--- config.mk ---
export PLATFORM = sky130hd
export DESIGN_NAME = prc_io
export DESIGN_NICKNAME = d
export VERILOG_FILES = /design/src/logic/prc_debounce.v /design/src/logic/prc_io.v
export VERILOG_INCLUDE_DIRS = /design/src /design/src/inc
export SDC_FILE = /design/constraint.sdc
export NUM_CORES = 1
export LEC_CHECK = 0
export ABC_AREA = 0
export CORE_ASPECT_RATIO = 0.7
export CORE_UTILIZATION = 30
export DETAILED_ROUTE_END_ITERATION = 7
export DONT_BUFFER_PORTS = 1
export PLACE_DENSITY = 0.4
export SLEW_MARGIN = 30
export SYNTH_ARGS = -nofsm -noshare
export SYNTH_HDL_FRONTEND = slang
export SYNTH_HIERARCHICAL = 1
export SYNTH_SLANG_ARGS = --single-unit
--- constraint.sdc ---
create_clock -name aclk -period 4.2 [get_ports aclk]
set_clock_uncertainty 0.2 [all_clocks]
set_input_delay 0.21 -clock aclk [delete_from_list [all_inputs] [get_ports aclk]]
set_output_delay 0.21 -clock aclk [all_outputs]
set_load 0.02 [all_outputs]
--- src/inc/prc_defines.vh ---
// Purpose: constants of the pump remote contact block
// Assumes: 125 MHz aclk
// Notes: times in their own unit, cycle counts derived from them
`ifndef PRC_DEFINES_VH
`define PRC_DEFINES_VH

`define PRC_CLK_HZ 125000000
// register byte offsets
`define PRC_OFS_CTRL 8'h00
`define PRC_OFS_STATUS 8'h04
`define PRC_OFS_IRQ_STAT 8'h08
`define PRC_OFS_IRQ_MASK 8'h0C
`define PRC_OFS_RATED 8'h10
`define PRC_OFS_TXDATA 8'h14
// control fields
`define PRC_CTRL_SEMI 0
`define PRC_CTRL_RST 32'h0000_0000
`define PRC_RATED_RST 16'h0000
// status fields
`define PRC_ST_RUN 0
`define PRC_ST_LOWSPD 1
`define PRC_ST_REMOTE 2
`define PRC_ST_ALARM 3
`define PRC_ST_WARN 4
`define PRC_ST_VALID 5
`define PRC_ST_TXBUSY 6
// interrupt fields
`define PRC_IRQ_ALARM 0
`define PRC_IRQ_WARN 1
`define PRC_IRQ_RESET 2
`define PRC_IRQ_VALID 3
`define PRC_IRQ_MODE 4
`define PRC_IRQ_W 5
// timing
`define PRC_VALID_S 6
`define PRC_VALID_CYC (`PRC_VALID_S * `PRC_CLK_HZ)
`define PRC_DEB_MS 10
`define PRC_DEB_CYC (`PRC_DEB_MS * (`PRC_CLK_HZ / 1000))
`define PRC_HOLD_MS 2000
`define PRC_HOLD_CYC (`PRC_HOLD_MS * (`PRC_CLK_HZ / 1000))
// serial character format
`define PRC_BAUD 9600
`define PRC_BAUD_CYC (`PRC_CLK_HZ / `PRC_BAUD)
`define PRC_DATA_BITS 8
`define PRC_FRAME_BITS 10
// speed threshold as ratio num/den of rated speed
`define PRC_SPD_NUM 4
`define PRC_SPD_DEN 5
// axi responses
`define PRC_RESP_OKAY 2'b00
`define PRC_RESP_SLVERR 2'b10

`endif

--- src/logic/prc_debounce.v ---
// Purpose: synchronise and debounce one contact input
// Assumes: raw input is asynchronous to aclk
// Notes: output moves only after the level is stable for STABLE cycles
`timescale 1ns/1ps
`default_nettype none
module prc_debounce #(
    parameter integer STABLE = 1250000
) (
    // clock
    input wire aclk,
    input wire aresetn,
    input wire ce,
    // contact
    input wire raw,
    output reg level_q
);

reg s1_q;
reg s2_q;
reg s3_q;
reg [31:0] cnt_q;

always @(posedge aclk)
begin
    if (!aresetn)
    begin
        s1_q <= 1'b1;
        s2_q <= 1'b1;
        s3_q <= 1'b1;
        cnt_q <= 32'h0000_0000;
        level_q <= 1'b1;
    end
    else if (ce)
    begin
        s1_q <= raw;
        s2_q <= s1_q;
        s3_q <= s2_q;
        // bounce restarts the count, so one closure gives one change
        if (s2_q == s3_q && s3_q != level_q)
        begin
            if (cnt_q >= STABLE - 1)
            begin
                level_q <= s3_q;
                cnt_q <= 32'h0000_0000;
            end
            else
                cnt_q <= cnt_q + 32'h0000_0001;
        end
        else
            cnt_q <= 32'h0000_0000;
    end
end

endmodule
`default_nettype wire

--- src/logic/prc_io.v ---
// Purpose: remote contact inputs, status contact outputs, serial framer
// Assumes: contacts read 0 when closed to ground; axi4-lite host
// Notes: contact outputs are 1 for a closed contact
//
// What this block does
// - start contact closure starts the pump
// - stop contact opened stops the pump
// - alternate switch on stop runs while closed
// - stop wins over start
// - one reset event per reset closure
// - low speed contact closed gives reduced speed
// - rotation contact closed while rotor turns
// - at-speed contact closed above eighty percent
// - accelerating contact closed while accelerating
// - decelerating contact closed while decelerating
// - remote contact closed while remote permitted
// - alarm make closes, break opens together
// - warning make closes, break opens together
// - status invalid for six seconds after power-up
// - serial setting selects signal convention
// - 9600 baud, 8 data, no parity, 1 stop
// - held panel reset toggles remote/local mode
`timescale 1ns/1ps
`default_nettype none
`include "prc_defines.vh"
module prc_io #(
    parameter integer VALID_CYC = `PRC_VALID_CYC,
    parameter integer DEB_CYC = `PRC_DEB_CYC,
    parameter integer HOLD_CYC = `PRC_HOLD_CYC,
    parameter integer BAUD_CYC = `PRC_BAUD_CYC
) (
    // clock and reset
    input wire aclk,
    input wire aresetn,
    input wire ce,
    // axi4-lite write
    input wire [7:0] s_axi_awaddr,
    input wire s_axi_awvalid,
    output reg s_axi_awready,
    input wire [31:0] s_axi_wdata,
    input wire [3:0] s_axi_wstrb,
    input wire s_axi_wvalid,
    output reg s_axi_wready,
    output reg [1:0] s_axi_bresp,
    output reg s_axi_bvalid,
    input wire s_axi_bready,
    // axi4-lite read
    input wire [7:0] s_axi_araddr,
    input wire s_axi_arvalid,
    output reg s_axi_arready,
    output reg [31:0] s_axi_rdata,
    output reg [1:0] s_axi_rresp,
    output reg s_axi_rvalid,
    input wire s_axi_rready,
    // remote contact pins, low when closed
    input wire start_in_n,
    input wire stop_in_n,
    input wire reset_in_n,
    input wire lowspd_in_n,
    input wire panel_reset_n,
    // pump state from the drive logic
    input wire rotor_turning,
    input wire [15:0] speed,
    input wire accelerating,
    input wire decelerating,
    input wire alarm_cause,
    input wire warn_cause,
    input wire local_run,
    // commands to the drive logic
    output reg run_q,
    output reg low_speed_q,
    output reg alarm_reset_q,
    // status contacts, 1 = closed
    output reg rot_make_q,
    output reg atspd_make_q,
    output reg accel_make_q,
    output reg decel_make_q,
    output reg remote_make_q,
    output reg alarm_make_q,
    output reg alarm_break_q,
    output reg warn_make_q,
    output reg warn_break_q,
    output reg status_valid_q,
    // serial and interrupt
    output reg ser_tx_q,
    output reg irq_q
);

////////////////////////////////////////////////////////////////////////////////
// contact inputs

localparam integer NIN = 5;
wire [NIN-1:0] raw_in;
wire [NIN-1:0] deb;
assign raw_in = {panel_reset_n, lowspd_in_n, reset_in_n, stop_in_n, start_in_n};

genvar gi;
generate
    for (gi = 0; gi < NIN; gi = gi + 1)
    begin : g_deb
        prc_debounce #(
            .STABLE(DEB_CYC)
        ) u_deb (
            .aclk(aclk),
            .aresetn(aresetn),
            .ce(ce),
            .raw(raw_in[gi]),
            .level_q(deb[gi])
        );
    end
endgenerate

wire start_cl = ~deb[0];
wire stop_cl = ~deb[1];
wire reset_cl = ~deb[2];
wire lowspd_cl = ~deb[3];
wire panel_cl = ~deb[4];

////////////////////////////////////////////////////////////////////////////////
// registers

reg [31:0] ctrl_q;
reg [15:0] rated_q;
reg [`PRC_IRQ_W-1:0] irq_stat_q;
reg [`PRC_IRQ_W-1:0] irq_mask_q;
reg remote_q;
reg alarm_q;
reg reset_cl_q;
reg panel_cl_q;
reg hold_done_q;
reg [31:0] hold_cnt_q;
reg [31:0] valid_cnt_q;
reg warn_q;
reg [9:0] tx_sh_q;
reg [3:0] tx_bits_q;
reg [31:0] baud_cnt_q;

wire semi_mode = ctrl_q[`PRC_CTRL_SEMI];
wire tx_busy = (tx_bits_q != 4'h0);

////////////////////////////////////////////////////////////////////////////////
// axi4-lite slave

reg aw_have_q;
reg w_have_q;
reg [7:0] aw_addr_q;
reg [31:0] w_data_q;
reg [3:0] w_strb_q;

wire aw_take = s_axi_awvalid & s_axi_awready;
wire w_take = s_axi_wvalid & s_axi_wready;
wire wr_go = aw_have_q & w_have_q & ~s_axi_bvalid;
wire wr_hit = (aw_addr_q == `PRC_OFS_CTRL) | (aw_addr_q == `PRC_OFS_IRQ_STAT) |
              (aw_addr_q == `PRC_OFS_IRQ_MASK) | (aw_addr_q == `PRC_OFS_RATED) |
              (aw_addr_q == `PRC_OFS_TXDATA);
wire wr_ctrl = wr_go & (aw_addr_q == `PRC_OFS_CTRL) & w_strb_q[0];
wire wr_clr = wr_go & (aw_addr_q == `PRC_OFS_IRQ_STAT) & w_strb_q[0];
wire wr_mask = wr_go & (aw_addr_q == `PRC_OFS_IRQ_MASK) & w_strb_q[0];
wire wr_rated = wr_go & (aw_addr_q == `PRC_OFS_RATED);
wire wr_tx = wr_go & (aw_addr_q == `PRC_OFS_TXDATA) & w_strb_q[0];

always @(posedge aclk)
begin
    if (!aresetn)
    begin
        aw_have_q <= 1'b0;
        w_have_q <= 1'b0;
        aw_addr_q <= 8'h00;
        w_data_q <= 32'h0000_0000;
        w_strb_q <= 4'h0;
        s_axi_awready <= 1'b1;
        s_axi_wready <= 1'b1;
        s_axi_bvalid <= 1'b0;
        s_axi_bresp <= `PRC_RESP_OKAY;
    end
    else if (ce)
    begin
        if (aw_take)
        begin
            aw_have_q <= 1'b1;
            aw_addr_q <= {s_axi_awaddr[7:2], 2'b00};
            s_axi_awready <= 1'b0;
        end
        if (w_take)
        begin
            w_have_q <= 1'b1;
            w_data_q <= s_axi_wdata;
            w_strb_q <= s_axi_wstrb;
            s_axi_wready <= 1'b0;
        end
        if (wr_go)
        begin
            aw_have_q <= 1'b0;
            w_have_q <= 1'b0;
            s_axi_bvalid <= 1'b1;
            s_axi_bresp <= wr_hit ? `PRC_RESP_OKAY : `PRC_RESP_SLVERR;
        end
        else if (s_axi_bvalid & s_axi_bready)
        begin
            s_axi_bvalid <= 1'b0;
            s_axi_awready <= 1'b1;
            s_axi_wready <= 1'b1;
        end
    end
end

reg [31:0] rd_word;
reg rd_hit;
always @*
begin
    rd_word = 32'h0000_0000;
    rd_hit = 1'b1;
    case ({s_axi_araddr[7:2], 2'b00})
        `PRC_OFS_CTRL: rd_word = ctrl_q;
        `PRC_OFS_STATUS:
        begin
            rd_word[`PRC_ST_RUN] = run_q;
            rd_word[`PRC_ST_LOWSPD] = low_speed_q;
            rd_word[`PRC_ST_REMOTE] = remote_q;
            rd_word[`PRC_ST_ALARM] = alarm_q;
            rd_word[`PRC_ST_WARN] = warn_q;
            rd_word[`PRC_ST_VALID] = status_valid_q;
            rd_word[`PRC_ST_TXBUSY] = tx_busy;
        end
        `PRC_OFS_IRQ_STAT: rd_word[`PRC_IRQ_W-1:0] = irq_stat_q;
        `PRC_OFS_IRQ_MASK: rd_word[`PRC_IRQ_W-1:0] = irq_mask_q;
        `PRC_OFS_RATED: rd_word[15:0] = rated_q;
        `PRC_OFS_TXDATA: rd_word[7:0] = tx_sh_q[8:1];
        default: rd_hit = 1'b0;
    endcase
end

always @(posedge aclk)
begin
    if (!aresetn)
    begin
        s_axi_arready <= 1'b1;
        s_axi_rvalid <= 1'b0;
        s_axi_rdata <= 32'h0000_0000;
        s_axi_rresp <= `PRC_RESP_OKAY;
    end
    else if (ce)
    begin
        if (s_axi_arvalid & s_axi_arready)
        begin
            s_axi_arready <= 1'b0;
            s_axi_rvalid <= 1'b1;
            s_axi_rdata <= rd_word;
            s_axi_rresp <= rd_hit ? `PRC_RESP_OKAY : `PRC_RESP_SLVERR;
        end
        else if (s_axi_rvalid & s_axi_rready)
        begin
            s_axi_rvalid <= 1'b0;
            s_axi_arready <= 1'b1;
        end
    end
end

////////////////////////////////////////////////////////////////////////////////
// mode, run, reset and alarm logic

wire reset_evt = reset_cl & ~reset_cl_q & remote_q;
wire panel_rel = ~panel_cl & panel_cl_q & ~hold_done_q;
wire hold_hit = panel_cl & ~hold_done_q & (hold_cnt_q >= HOLD_CYC - 1);
wire any_reset = reset_evt | panel_rel;
wire alarm_set = alarm_cause & ~alarm_q;
wire warn_rise = warn_cause & ~warn_q;
wire valid_rise = ~status_valid_q & (valid_cnt_q >= VALID_CYC - 1);

// standard: start closure latches run while stop stays closed, which also
// serves an alternate switch on stop with start strapped closed
// semi convention: both contacts must be held closed to keep running
reg run_d;
always @*
begin
    run_d = local_run;
    if (remote_q)
    begin
        if (semi_mode)
            run_d = stop_cl & start_cl;
        else
            run_d = stop_cl & (run_q | start_cl);
    end
end

always @(posedge aclk)
begin
    if (!aresetn)
    begin
        ctrl_q <= `PRC_CTRL_RST;
        rated_q <= `PRC_RATED_RST;
        irq_mask_q <= {`PRC_IRQ_W{1'b0}};
        remote_q <= 1'b1;
        alarm_q <= 1'b0;
        warn_q <= 1'b0;
        reset_cl_q <= 1'b0;
        panel_cl_q <= 1'b0;
        hold_done_q <= 1'b0;
        hold_cnt_q <= 32'h0000_0000;
        valid_cnt_q <= 32'h0000_0000;
        run_q <= 1'b0;
        low_speed_q <= 1'b0;
        alarm_reset_q <= 1'b0;
        status_valid_q <= 1'b0;
    end
    else if (ce)
    begin
        if (wr_ctrl)
            ctrl_q <= {31'h0000_0000, w_data_q[`PRC_CTRL_SEMI]};
        if (wr_mask)
            irq_mask_q <= w_data_q[`PRC_IRQ_W-1:0];
        if (wr_rated & w_strb_q[0])
            rated_q[7:0] <= w_data_q[7:0];
        if (wr_rated & w_strb_q[1])
            rated_q[15:8] <= w_data_q[15:8];
        reset_cl_q <= reset_cl;
        panel_cl_q <= panel_cl;
        // a long press toggles once; a short one acts as a reset push
        if (!panel_cl)
        begin
            hold_cnt_q <= 32'h0000_0000;
            hold_done_q <= 1'b0;
        end
        else if (hold_hit)
        begin
            hold_done_q <= 1'b1;
            remote_q <= ~remote_q;
        end
        else if (!hold_done_q)
            hold_cnt_q <= hold_cnt_q + 32'h0000_0001;
        // cause present keeps the alarm; reset alone cannot clear it
        if (alarm_cause)
            alarm_q <= 1'b1;
        else if (any_reset)
            alarm_q <= 1'b0;
        warn_q <= warn_cause;
        alarm_reset_q <= any_reset;
        run_q <= run_d & ~alarm_q;
        low_speed_q <= remote_q & lowspd_cl;
        if (valid_rise)
            status_valid_q <= 1'b1;
        else if (!status_valid_q)
            valid_cnt_q <= valid_cnt_q + 32'h0000_0001;
    end
end

////////////////////////////////////////////////////////////////////////////////
// status contacts

// products held in 19 bits so a full-scale rated speed cannot wrap
wire [18:0] spd_scaled = {3'b000, speed} * 19'd`PRC_SPD_DEN;
wire [18:0] rated_scaled = {3'b000, rated_q} * 19'd`PRC_SPD_NUM;
wire at_speed = (rated_q != 16'h0000) & (spd_scaled > rated_scaled);

always @(posedge aclk)
begin
    if (!aresetn)
    begin
        rot_make_q <= 1'b0;
        atspd_make_q <= 1'b0;
        accel_make_q <= 1'b0;
        decel_make_q <= 1'b0;
        remote_make_q <= 1'b0;
        alarm_make_q <= 1'b0;
        alarm_break_q <= 1'b1;
        warn_make_q <= 1'b0;
        warn_break_q <= 1'b1;
    end
    else if (ce)
    begin
        rot_make_q <= rotor_turning;
        atspd_make_q <= at_speed;
        accel_make_q <= accelerating;
        decel_make_q <= decelerating;
        remote_make_q <= remote_q;
        alarm_make_q <= alarm_q;
        alarm_break_q <= ~alarm_q;
        warn_make_q <= warn_q;
        warn_break_q <= ~warn_q;
    end
end

////////////////////////////////////////////////////////////////////////////////
// interrupts

wire [`PRC_IRQ_W-1:0] irq_evt = {hold_hit, valid_rise, any_reset, warn_rise, alarm_set};

always @(posedge aclk)
begin
    if (!aresetn)
    begin
        irq_stat_q <= {`PRC_IRQ_W{1'b0}};
        irq_q <= 1'b0;
    end
    else if (ce)
    begin
        // a new event in the clear cycle survives
        irq_stat_q <= (irq_stat_q & ~(wr_clr ? w_data_q[`PRC_IRQ_W-1:0] :
                      {`PRC_IRQ_W{1'b0}})) | irq_evt;
        irq_q <= |(irq_stat_q & irq_mask_q);
    end
end

////////////////////////////////////////////////////////////////////////////////
// serial framer: start, 8 data lsb first, stop, no parity

always @(posedge aclk)
begin
    if (!aresetn)
    begin
        tx_sh_q <= 10'h3FF;
        tx_bits_q <= 4'h0;
        baud_cnt_q <= 32'h0000_0000;
        ser_tx_q <= 1'b1;
    end
    else if (ce)
    begin
        // writes while a character is in flight are dropped
        if (wr_tx & ~tx_busy)
        begin
            tx_sh_q <= {1'b1, w_data_q[`PRC_DATA_BITS-1:0], 1'b0};
            tx_bits_q <= 4'd`PRC_FRAME_BITS;
            baud_cnt_q <= 32'h0000_0000;
            ser_tx_q <= 1'b0;
        end
        else if (tx_busy)
        begin
            if (baud_cnt_q >= BAUD_CYC - 1)
            begin
                baud_cnt_q <= 32'h0000_0000;
                tx_sh_q <= {1'b1, tx_sh_q[9:1]};
                tx_bits_q <= tx_bits_q - 4'h1;
                ser_tx_q <= (tx_bits_q == 4'h1) ? 1'b1 : tx_sh_q[1];
            end
            else
                baud_cnt_q <= baud_cnt_q + 32'h0000_0001;
        end
    end
end

endmodule
`default_nettype wire

======== Yosys cells after proc, flatten, opt, wreduce, memory -nomap -nowiden ========
Cells that the tools add are included.
cells by class
  $add $sub $neg .......................... 9
  multiply operators ...................... 1
  divide/modulo/power cells ............... 0
  order comparisons ....................... 9
  eq/ne operators ......................... 22
  shift-type cells ........................ 0
  muxes and demuxes ....................... 56
  bitwise logic cells ..................... 57
  reductions and logical operators ........ 44
operators by type and width
  cell                     number
  $mux W32                 16
  $add A32 B1 Y32 const B  8
  $ge A32 B21 Y1 const B   5
  $and A1 B1 Y1            33
  $ge A32 B14 Y1 const B   1
  $ge A32 B28 Y1 const B   1
  $ge A32 B30 Y1 const B   1
  $reduce_and A2 Y1        16
  $mux W10                 3
  $pmux W5 S6              1
  $mux W1                  27
  $reduce_and A3 Y1        9
  $eq A6 B2 Y1 const B     4
  $eq A6 B3 Y1 const B     4
  $gt A19 B18 Y1           1
  $mul A16 B3 Y19 const B  1
  $reduce_bool A16 Y1      1
  $reduce_bool A2 Y1       8
  $not A1 Y1               14
  $mux W4                  3
  $and A5 B5 Y5            2
  $logic_not A8 Y1         1
  $mux W8                  1
  $eq A6 B1 Y1 const B     1
  17 further kinds         36
storage, ports and cells
  bits in registers ....................... 389
  latch bits .............................. 0
  RAM bits ................................ 0
  ROM bits ................................ 0
  input bits .............................. 87
  output and inout bits ................... 56
  word-level logic and storage cells ...... 267
  memories ................................ 0

======== Depth between registers and ports, before layout ========
  depth after elaboration ................. 8
  depth in mapped cells ................... 16
  mapped depth without buffers ............ 16

======== Modules after synthesis ========
The synthesis kept the hierarchy.
by module, submodules not included
  module        times used  cells each  area an instance (µm²)  seq. area each (µm²)
  prc_io        1           1254        10521.3                 4103.9
  prc_debounce  5           211         1836.8                  720.7

======== Worst setup path before layout ========
Ideal clock, no wire load.
  path type ............................... input to register
  from .................................... in speed[2]
  to ...................................... reg atspd_make_q
  setup time .............................. 125 ps
  arrival time ............................ 2909 ps
  required time ........................... 3875 ps
  slack ................................... 965 ps
  stages .................................. 15
  buffers on the path ..................... 0
  cell sequence ........................... ha_1 ha_1 a211oi_1 o21ai_0 a21oi_1 o21bai_1 a21oi_1 xnor2_1 ha_1 a21oi_1 nor2_1 a2111oi_0 nor2_1 o41ai_1 o21ai_0
on the way
  longest elaborated chain between the ends .. 3
RTL lines
  what                              RTL line      source
  start, declared                   prc_io.v:63   input wire [15:0] speed,
  $mul A16 B3 Y19 (no source line)  -
  $gt A19 B18 Y1                    prc_io.v:353  wire at_speed = (rated_q != 16'h0000) & (spd_scaled > rated_scaled);
  $and A1 B1 Y1                     prc_io.v:353
  end signal, assigned              prc_io.v:372  atspd_make_q <= at_speed;
  end, declared                     prc_io.v:75   output reg atspd_make_q,
Every way passes these cells.
A chain may end at the register's enable or synchronous reset.

======== Final worst setup path ========
  from .................................... in ce
  to ...................................... reg valid_cnt_q[29]
on the way
  longest elaborated chain between the ends .. 1
RTL lines
  what                                RTL line      source
  start, declared                     prc_io.v:35   input wire ce,
  $reduce_and A3 Y1 (no source line)  -
  end signal, assigned                prc_io.v:343  valid_cnt_q <= valid_cnt_q + 32'h0000_0001;
  end, declared                       prc_io.v:132  reg [31:0] valid_cnt_q;
Every way passes these cells.

==> flow_metrics.py <==
metrics = {
    "status": {
        "run_status": "finished clean",
    },
    "power_and_ir_drop": {
        "power.density_nw_per_um2": 358,
        "leakage_nw": 7.68,
        "ir_drop_mv": 0.244,
    },
    "routing": {
        "vias": 17000,
        "wl_met2_um": 21900,
        "wirelength_um": 55100,
        "post_drt_wl_per_cell_um": 17.1,
        "drt_iter0_markers": 1031,
        "wl_met1_um": 30100,
        "top_layer_used": "met5",
        "wl_met3_um": 2160,
        "drc": 0,
        "ant_nets": 0,
        "dr.pass1.iters": 5,
        "viasPerCell": 5.26,
    },
    "logic_synthesis": {
        "synthXorXnorAreaFrac_pct": 1.87,
        "synthArstFlopShare_pct": 0,
        "synth_compound_area_share_pct": 16.8,
        "synth_fa_ha_area_share_pct": 3.59,
        "yosysWarningCount": 6,
        "syn-instance-count": 2309,
        "synth_cell_types": 85,
        "synth_mux_area_share_pct": 4.65,
        "synthSimpleGateAreaFrac_pct": 29.6,
        "ys_ff_latch": 385,
        "synth_top_family_by_area": "simple AND/OR/NAND/NOR gates",
        "synth_area_um2": 19700,
        "yosysSeqAreaShare_pct": 39.1,
        "synth_edf_count": 0,
        "synth_ff_type": "dfxtp_1",
        "synth.avg_cell_area_um2": 8.53,
    },
    "setup_path": {
        "crit_chain": "dlygate4sd3_1 -> buf_16 -> inv_1 -> nor4_1 -> nand3_1 -> or4_1 -> o31ai_1",
        "critical_path.max_stage_delay_ps": 850,
        "critPathRequiredTime_ps": 4480,
        "critPathArrivalTime_ps": 4210,
        "worst_setup_path_end_kind": "register",
        "start_kind": "input port",
        "crit_type": "input port to register",
        "slowest_stage": "dlygate4sd3_1",
        "worstPathMaxFanout": 134,
    },
    "finish": {
        "layout_commonest_cell": "dfxtp_1",
        "finalNonFillerCells": 3230,
        "area_growth_pct": 13.9,
        "final_cell_mix": "dfxtp_1, nand2_1, nor2_1",
        "layout-drive-gt1-share_pct": 6.39,
        "nFillCells": 6767,
        "fin_nets": 2461,
        "utilization_pct": 34.6,
        "final_area_um2": 22400,
    },
    "cts": {
        "cts_buffers": 44,
        "post-cts-setup-buffers": 0,
        "clk_pin_slew_ps": 60,
        "clk_latency_ps": 580,
        "clk_path_buf_depth": 3,
        "cts_tree": "yes",
        "cts-root-buf": "clkbuf_16",
        "htreeDepth": 2,
        "cts_sinks": 385,
    },
    "timing": {
        "rsz0062_at_grt": "no",
        "final_hold_viol_count": 0,
        "min_period_over_period_pct": 93.6,
        "setup_viol": 0,
        "timing.final.crit_period_ps": 3930,
        "tns_ps": 0,
        "relSlewSlack_pct": 33.6,
        "worstMarginPinSlew_ps": 987,
        "slew_violations": 0,
        "fmaxAchievable_ghz": 0.254,
    },
    "floorplanning": {
        "dieArea_um2": 66700,
        "fp.dieW_um": 308,
        "rows": 78,
        "ioPinCount": 143,
        "die_y_um": 216,
        "initial_core_util_pct": 30.4,
        "core_um2": 64900,
    },
    "global_routing": {
        "globalRouteOverflowTotal": 0,
        "grt_pass1_vias": 15600,
        "track_usage_pct": 16.2,
        "grt_pass1_wl_um": 87900,
        "grt_max_degree": 135,
        "antenna_found_initial": 2,
    },
    "worst_hold_path": {
        "hold_class": "input port to register",
    },
    "placed_design": {
        "gp_congestion": 0.813,
        "placement.io_buffers": 0,
        "post-dp-hpwl_um": 36700,
        "placed_area_um2": 20400,
        "dp.cells": 3090,
    },
    "run": {
        "drv_cap": 0,
    },
}
## final cells by class
class                   count  area (µm²)  area share [%]
inverters                  62         235            1.05
repair buffers             79         783            3.49
flip-flops and latches    385        7710            34.4
clock inverters            14        80.1           0.357
diodes                      2        5.00          0.0223
well taps                 880        1100            4.91
multi-input cells        1746       11200            50.1
clock buffers              62        1280            5.70
## metal layers
layer / vias to the layer above / track usage [%]
met3: 74 / 2.82
li1: 8538 / -
met5: - / 0
met4: 2 / 4.00
met1: 8119 / 25.3
met2: 254 / 22.4
## registers in the layout, summed over array words and instances (netlist names), 2 cells and up
register,cells
g_deb.u_deb/s3_q,5
g_deb.u_deb/level_q,5
tx_sh_q,8
w_data_q,16
g_deb.u_deb/s1_q,5
aw_addr_q,6
valid_cnt_q,32
s_axi_rdata,16
irq_stat_q,5
g_deb.u_deb/s2_q,5
w_strb_q,2
irq_mask_q,5
hold_cnt_q,32
rated_q,16
baud_cnt_q,32
g_deb.u_deb/cnt_q,160
tx_bits_q,4
## cell families (layout without fill, tap and decap cells)
logic type                 after synthesis  in the layout
xor gates and xnor gates                42             42
other                                    1             20
AOI/OAI and AO/OA                      460            460
buffers and inverters                  195            217
DFF                                    385            385
muxes                                   90             90
adders and majority gates               56             56
and+or+nand+nor                       1080           1080
## synthesized netlist by cell type (all sizes together), types with 22 or more instances
library cell	count	area, µm²
nor4	62	434
mux2i	80	801
and3	22	138
and2	95	594
a32oi	41	359
or4	23	176
nand4	66	488
or3	34	218
o31ai	72	584
a21oi	115	583
buf	52	335
ha	55	688
nor2	203	769
nor2b	34	213
xnor2	40	350
inv	62	233
dfxtp	385	7710
nor3	66	335
a41oi	32	280
clkbuf	81	304
nand2	231	870
o21ai	54	327
nand3	110	576
nand2b	52	325
## worst max-delay path: cells and delay by family
kind | cells | cell delay (ps)
AOI/OAI and AO/OA | 1 | 220
and+or+nand+nor | 3 | 1700
buffers and inverters | 3 | 1880
## where the power goes
| part | internal, W | switching [W] |
|---|---|---|
| Sequential | 0.00369 | 0.0000525 |
| Clock | 0.00212 | 0.00160 |
| Combinational | 0.000222 | 0.000350 |
| Total | 0.00603 | 0.00200 |
## stage by stage
| stage | worst slack, ps | hold WS [ps] | total power, W |
|---|---|---|---|
| 6_report | 267 | 89.7 | 0.00803 |
| 5_1_grt | 87.4 | 67.0 | 0.00842 |
| 4_1_cts | 344 | 36.4 | 0.00820 |
| 3_5_place_dp | 493 | 101 | 0.00429 |
| 3_3_place_gp | 459 | 94.0 | 0.00429 |
| 2_1_floorplan | 965 | 138 | 0.00422 |
## final timing paths
kind,from,endpoint,slack [ps],cells past startpoint
setup / recovery,ce,valid_cnt_q[29]$_SDFFE_PN0P_,270,7
hold reg to reg,g_deb[0].u_deb/cnt_q[28]$_SDFFE_PN0P_,g_deb[0].u_deb/cnt_q[28]$_SDFFE_PN0P_,230,2
hold / removal,panel_reset_n,g_deb[4].u_deb/s1_q$_SDFFE_PN1P_,90,3
setup reg to reg,aw_addr_q[5]$_SDFFE_PN0P_,baud_cnt_q[16]$_SDFFE_PN0P_,810,6
## timing repair
item                      4_1_cts  5_1_grt
resized for setup               0        0
hold buffers                   62        0
hold endpoints to repair      342        0
Note: power is estimated with default switching activity, not from simulation.
